File: src/inc/crs_pkg.sv
package crs_pkg;
	localparam int          STRAP_W          = 5;
	localparam logic [7:0]  CFG_OFFSET       = 8'hE2;
	// Byte 0xE2 lives in aligned word 0xE0, lane 2
	localparam logic [11:0] ADDR_STRAP_WORD  = 12'h0E0;
	localparam logic [11:0] ADDR_MODE_WORD   = 12'h0E4;
	localparam int          STRAP_LANE_LSB   = 16;
	localparam int          STRAP_FIELD_LSB  = 4;
	localparam logic [4:0]  CODE_CLOCK_OFF   = 5'h1F;
	localparam logic [4:0]  CODE_BYPASS_ONE  = 5'h07;
	localparam logic [4:0]  CODE_BYPASS_ONE2 = 5'h03;
	localparam logic [4:0]  CODE_BYPASS_DUAL = 5'h06;
	localparam logic [4:0]  STRAP_RESET      = 5'h00;
	localparam logic [31:0] SLV_ERR_DATA     = 32'h0000_0000;

	typedef enum logic [2:0] {
		CRS_PLL,
		CRS_OFF,
		CRS_BYP_SINGLE,
		CRS_BYP_DUAL,
		CRS_RESERVED
	} crs_mode_t;

	typedef struct packed {
		logic periph_from_ref;
		logic cpu_from_ref;
		logic cpu_from_osc;
		logic periph_pll_on;
		logic cpu_pll_on;
		logic ratio_one_to_one;
		logic clocks_stopped;
	} crs_clk_sel_t;

	typedef struct packed {
		logic        psel;
		logic        penable;
		logic        pwrite;
		logic [11:0] paddr;
		logic [31:0] pwdata;
	} crs_apb_req_t;
endpackage

File: src/core/crs_clock_ratio.sv
// The APB register port was decided locally.
`timescale 1ns/1ps
// How it works
// - Strap all ones stops every clock; both multipliers off.
// - Captured strap bits 3..0 readable in bits 7..4 of config byte 0xE2.
// - Single bypass: cpu from reference, periph PLL off, 1:1 ratio.
// - Dual bypass: periph from reference, cpu from oscillator, PLLs off.
module crs_clock_ratio
	import crs_pkg::*;
(
	input  wire logic         core_clk,
	input  wire logic         arst_n,
	input  wire logic         clk_en,
	input  wire logic [4:0]   ratio_strap,
	input  wire crs_apb_req_t apb_req,
	output logic              pready,
	output logic [31:0]       prdata,
	output logic              pslverr,
	output crs_clk_sel_t      clk_sel,
	output logic [4:0]        strap_held
);

	function automatic crs_mode_t decode_mode(input logic [4:0] code);
		crs_mode_t m;
		m = CRS_PLL;
		if (code == CODE_CLOCK_OFF)
			m = CRS_OFF;
		else if (code == CODE_BYPASS_DUAL)
			m = CRS_BYP_DUAL;
		else if (code == CODE_BYPASS_ONE || code == CODE_BYPASS_ONE2)
			m = CRS_BYP_SINGLE;
		else if (code == 5'h05 || code == 5'h1E)
			m = CRS_RESERVED;
		return m;
	endfunction

	logic [4:0]   sync1_reg;
	logic [4:0]   sync2_reg;
	logic         in_reset_reg;
	logic         in_reset_next;
	logic [4:0]   strap_reg;
	logic [4:0]   strap_next;
	crs_mode_t    mode_reg;
	crs_mode_t    mode_next;
	crs_clk_sel_t sel_next;
	logic         pready_next;
	logic [31:0]  prdata_next;
	logic         pslverr_next;

	// Strap pins are asynchronous to core_clk
	// No reset here: the strap must flow through while reset is held,
	// else the capture edge would only ever see the reset value
	always_ff @(posedge core_clk) begin
		if (clk_en) begin
			sync1_reg <= ratio_strap;
			sync2_reg <= sync1_reg;
		end
	end

	// Capture window at release
	// Sampled on the first enabled edge after release; never again
	always_comb begin
		in_reset_next = 1'b0;
		strap_next    = in_reset_reg ? sync2_reg : strap_reg;
		mode_next     = in_reset_reg ? decode_mode(sync2_reg) : mode_reg;
	end

	always_ff @(posedge core_clk or negedge arst_n) begin
		if (!arst_n) begin
			in_reset_reg <= 1'b1;
			strap_reg    <= STRAP_RESET;
			mode_reg     <= CRS_PLL;
		end else if (clk_en) begin
			in_reset_reg <= in_reset_next;
			strap_reg    <= strap_next;
			mode_reg     <= mode_next;
		end
	end

	always_comb begin
		sel_next = '0;
		unique case (mode_next)
			CRS_PLL: begin
				sel_next.periph_pll_on = 1'b1;
				sel_next.cpu_pll_on    = 1'b1;
			end
			CRS_OFF: begin
				sel_next.clocks_stopped = 1'b1;
			end
			CRS_BYP_SINGLE: begin
				sel_next.cpu_from_ref     = 1'b1;
				sel_next.cpu_pll_on       = 1'b1;
				sel_next.ratio_one_to_one = 1'b1;
			end
			// Relies on board keeping both clocks aligned
			CRS_BYP_DUAL: begin
				sel_next.periph_from_ref  = 1'b1;
				sel_next.cpu_from_osc     = 1'b1;
				sel_next.ratio_one_to_one = 1'b1;
			end
			// Reserved code: hold clocks stopped, safest choice
			CRS_RESERVED: begin
				sel_next.clocks_stopped = 1'b1;
			end
		endcase
	end

	always_ff @(posedge core_clk or negedge arst_n) begin
		if (!arst_n) begin
			clk_sel    <= '0;
			strap_held <= STRAP_RESET;
		end else if (clk_en) begin
			clk_sel    <= sel_next;
			strap_held <= strap_next;
		end
	end

	// APB slave: one wait state, answer registered
	always_comb begin
		pready_next  = 1'b0;
		prdata_next  = '0;
		pslverr_next = 1'b0;
		if (apb_req.psel && apb_req.penable && !pready) begin
			pready_next = 1'b1;
			// Registers are read-only; writes are refused
			if (apb_req.pwrite) begin
				pslverr_next = 1'b1;
			end else if (apb_req.paddr == ADDR_STRAP_WORD) begin
				// Strap bits 3..0 in byte 0xE2 bits 7..4
				prdata_next[STRAP_LANE_LSB+STRAP_FIELD_LSB +: 4] =
					strap_reg[3:0];
			end else if (apb_req.paddr == ADDR_MODE_WORD) begin
				prdata_next = {24'h000000, 3'h0, strap_reg};
				prdata_next[10:8] = mode_reg;
			end else begin
				prdata_next  = SLV_ERR_DATA;
				pslverr_next = 1'b1;
			end
		end
	end

	always_ff @(posedge core_clk or negedge arst_n) begin
		if (!arst_n) begin
			pready  <= 1'b0;
			prdata  <= '0;
			pslverr <= 1'b0;
		end else if (clk_en) begin
			pready  <= pready_next;
			prdata  <= prdata_next;
			pslverr <= pslverr_next;
		end
	end
endmodule

File: config.mk
export PLATFORM = sky130hd
export DESIGN_NAME = crs_clock_ratio
export DESIGN_NICKNAME = d
export VERILOG_FILES = /design/src/inc/crs_pkg.sv /design/src/core/crs_clock_ratio.sv
export SDC_FILE = /design/constraint.sdc
export NUM_CORES = 1
export LEC_CHECK = 0
export BUFFER_PORTS_ARGS = -buffer_cell sky130_fd_sc_hd__buf_2
export CAP_MARGIN = 20
export CORE_UTILIZATION = 35
export CTS_BUF_LIST = sky130_fd_sc_hd__clkbuf_8 sky130_fd_sc_hd__clkbuf_16
export DETAILED_ROUTE_END_ITERATION = 6
export GPL_ROUTABILITY_DRIVEN = 0
export PLACE_DENSITY_LB_ADDON = 0.08
export SLEW_MARGIN = 30
export SYNTH_ARGS = -nofsm -noshare
export SYNTH_HDL_FRONTEND = slang
export SYNTH_SLANG_ARGS = --single-unit
export TNS_END_PERCENT = 10
File: constraint.sdc
create_clock -name core_clk -period 2.5 [get_ports core_clk]
set_input_delay 0.125 -clock core_clk [delete_from_list [all_inputs] [get_ports core_clk]]
set_output_delay 0.125 -clock core_clk [all_outputs]
set_load 0.01 [all_outputs]
==> results.ini <==
[power]
power.total_mw = 1.24
sw_frac_of_total_pct = 24.6
p_int_uw = 931
combPwrFrac_pct = 9.6
p_leak_nw = 0.999
p_seq_share_pct = 57.9
power.net_switching_uw = 304
power_density_mw_per_mm2 = 626
clkPwrFrac_pct = 32.5
irDropWorstVdd_mv = 0.374

[global_route]
grt_max_degree = 30
antenna_found_initial = 0
track_usage_pct = 12.5
grt_pass1_wl_mm = 4.85
grt_pass1_vias = 1051
grt_overflow = 0

[clock_tree]
cts_buffers = 5
h-tree-depth = 2
cts_tree = built
cts-root-buf = clkbuf_8
cts-resized-gates = 0
cts_num_sinks = 39
post-cts-setup-buffer-count = 0
cts_buffer_depth = 2
clk_latency_ns = 0.29
clk_pin_slew_worst_paths_ns = 0.08
hold_buffers = 1

[route]
vias = 1104
wl_met3_um = 246
drt_wl_total_mm = 2.91
dr_wl_met2_mm = 1.33
highest_layer = met4
drt-met1-wl_mm = 1.30
drc = 16
detail-route-antenna-nets = 0
dr.pass1.iters = 6
drt_iter0_markers = 63
post_drt_wl_per_cell_um = 12.5
routed_via_density = 4.74

[logic_synthesis]
async_flop_share_pct = 74.4
yosys_warnings = 0
syn_area_per_cell_um2 = 12.9
synth_area_leaders = dfrtp_1, edfxtp_1, buf_4
netlist.area_leader.share_pct = 42.0
synth_cells = 129
seq_area_frac_synth_pct = 61.6
yosysMostFrequentCell = dfrtp_1
netlist_top_cells_count = dfrtp_1, buf_4, a22o_1
synthFlopType = dfrtp_1
synth_top_cell_by_area = dfrtp_1
synth_edf_count = 10
synth_cell_types = 36
netlist_area_mm2 = 0.00167
ys_seq_elements = 39

[timing]
slew_headroom_pct = 57.3
final.setup_skew_ns = 0.0101
timing.fmax_mhz = 613
finalSetupTns_ns = 0
finalHoldViolCount = 0
fin_ws_ns = 0.870
period_share_pct = 65.2
finalSetupViolations = 0
grt_setup_unrepaired = no
period_minus_slack_ns = 1.63
tightest_slew_ns = 0.640
report.final.slew_viol_count = 0

[placed_design]
dp_slack_ns = 0.844
placedInstanceArea_mm2 = 0.00187
port_buffers = 48
hpwl_mm = 2.16

[critical_path]
cp.required_ns = 2.67
r2r_slack_ns = 0.87
path_max_fanout = 6
timing.rr.start = sync2_reg[3]
ff2ff_path_depth = 5
endpoint_kind = flop
r2r_end = clk_sel[0]
crit_arrival_ns = 1.80
cp-start-kind = flop
crit_type = reg2reg

[hold_path]
worstHoldPathType = in2reg
hold_end = sync1_reg[2]
hold_depth = 1
min_from = ratio_strap[2]

[die]
die_x_um = 71.0
row_count = 24
io_pins = 101
dieArea_mm2 = 0.00504
fp.coreArea_mm2 = 0.00447
die_h_um = 71.0
start_util_pct = 37.2

[cells_and_area]
largest_register = prdata
final_nets = 235
largest_reg_flops = 12
postLayoutCellArea_mm2 = 0.00197
syn2layout_area_growth_pct = 18.4
diodes = 0
n_fill_cell = 433
final_layout_size_suffix_gt1_share_pct = 36.5
reg_top3 = prdata x12, clk_sel x6

[outcome]
violations = design-rule violations
outcome = finished with violations

[job]
cap_violations = 0

==> how the worst max path moves through the flow <==
stage / depth (start not counted) / endpoint / from / slack [ns]
4_1_cts: 5 / clk_sel[0] / sync2_reg[3] / 0.83
3_3_place_gp: 5 / clk_sel[0] / sync2_reg[3] / 0.88
2_1_floorplan: 5 / clk_sel[0] / sync2_reg[1] / 1.02
3_5_place_dp: 5 / clk_sel[0] / sync2_reg[3] / 0.84
6_report: 5 / clk_sel[0] / sync2_reg[3] / 0.87
5_1_grt: 5 / clk_sel[0] / sync2_reg[3] / 0.76
==> power groups by stage <==
stage                     Clock, mW  Sequential (mW)  Combinational (mW)
after CTS                     0.420            0.716               0.120
after floorplan                   0            0.734              0.0748
after global placement            0            0.728               0.117
final                         0.401            0.715               0.119
after detailed placement          0            0.728               0.119
after global routing          0.447            0.723               0.134
==> worst max-delay path, stage by stage (launching register included) <==
cell and delay [ns]:
edfxtp_1 0.46, or3_1 0.38, a21oi_1 0.25, mux2i_1 0.17
xnor2_1 0.19, o2bb2ai_1 0.08
==> layer usage <==
metal | up-vias | track usage (%)
met1 | 517 | 14.9
met4 | 0 | 4.67
met5 | - | 0
met2 | 57 | 20.3
li1 | 525 | -
met3 | 5 | 5.13
==> final cells by class <==
class / count / area [µm²] / area share (%)
multi-input cells: 77 / 510 / 25.9
inverters: 7 / 26.3 / 1.33
repair buffers: 50 / 260 / 13.2
flip-flops and latches: 39 / 1030 / 52.1
clock inverters: 3 / 15.0 / 0.761
well taps: 52 / 65.1 / 3.30
clock buffers: 5 / 68.8 / 3.49
==> logic make-up (layout without fill, tap and decap cells) <==
kind of cell | count (synthesis) | after routing | synth area share (%)
DFF | 39 | 39 | 61.6
buffers and inverters | 32 | 65 | 12.0
AOI/OAI and AO/OA | 28 | 28 | 13.6
and+or+nand+nor | 21 | 21 | 7.36
muxes | 7 | 7 | 4.65
other | 1 | 20 | 0.225
xor gates and xnor gates | 1 | 1 | 0.526
==> cells in the final DEF (no fill, tap or decap), drive strengths merged, types with 2 or more instances in the layout <==
| master | instances |
|---|---|
| dlygate4sd3 | 2 |
| nor2 | 4 |
| nand2 | 4 |
| a22o | 13 |
| a21oi | 3 |
| o21ai | 3 |
| inv | 9 |
| edfxtp | 10 |
| nand3 | 2 |
| clkbuf | 5 |
| conb | 20 |
| mux2 | 6 |
| o2bb2ai | 5 |
| dfrtp | 28 |
| buf | 48 |
==> stage by stage <==
stage / cells / util, % / hold WS (ns)
floorplan: 148 / - / -0.171
global placement: 223 / 41.8 / 0.176
detailed placement: 223 / 41.8 / 0.190
CTS: 232 / 43.9 / 0.00605
global route: 233 / 44.1 / 0.00446
finish: 233 / 44.1 / 0.0145
Note: power is estimated with default switching activity, not from simulation.
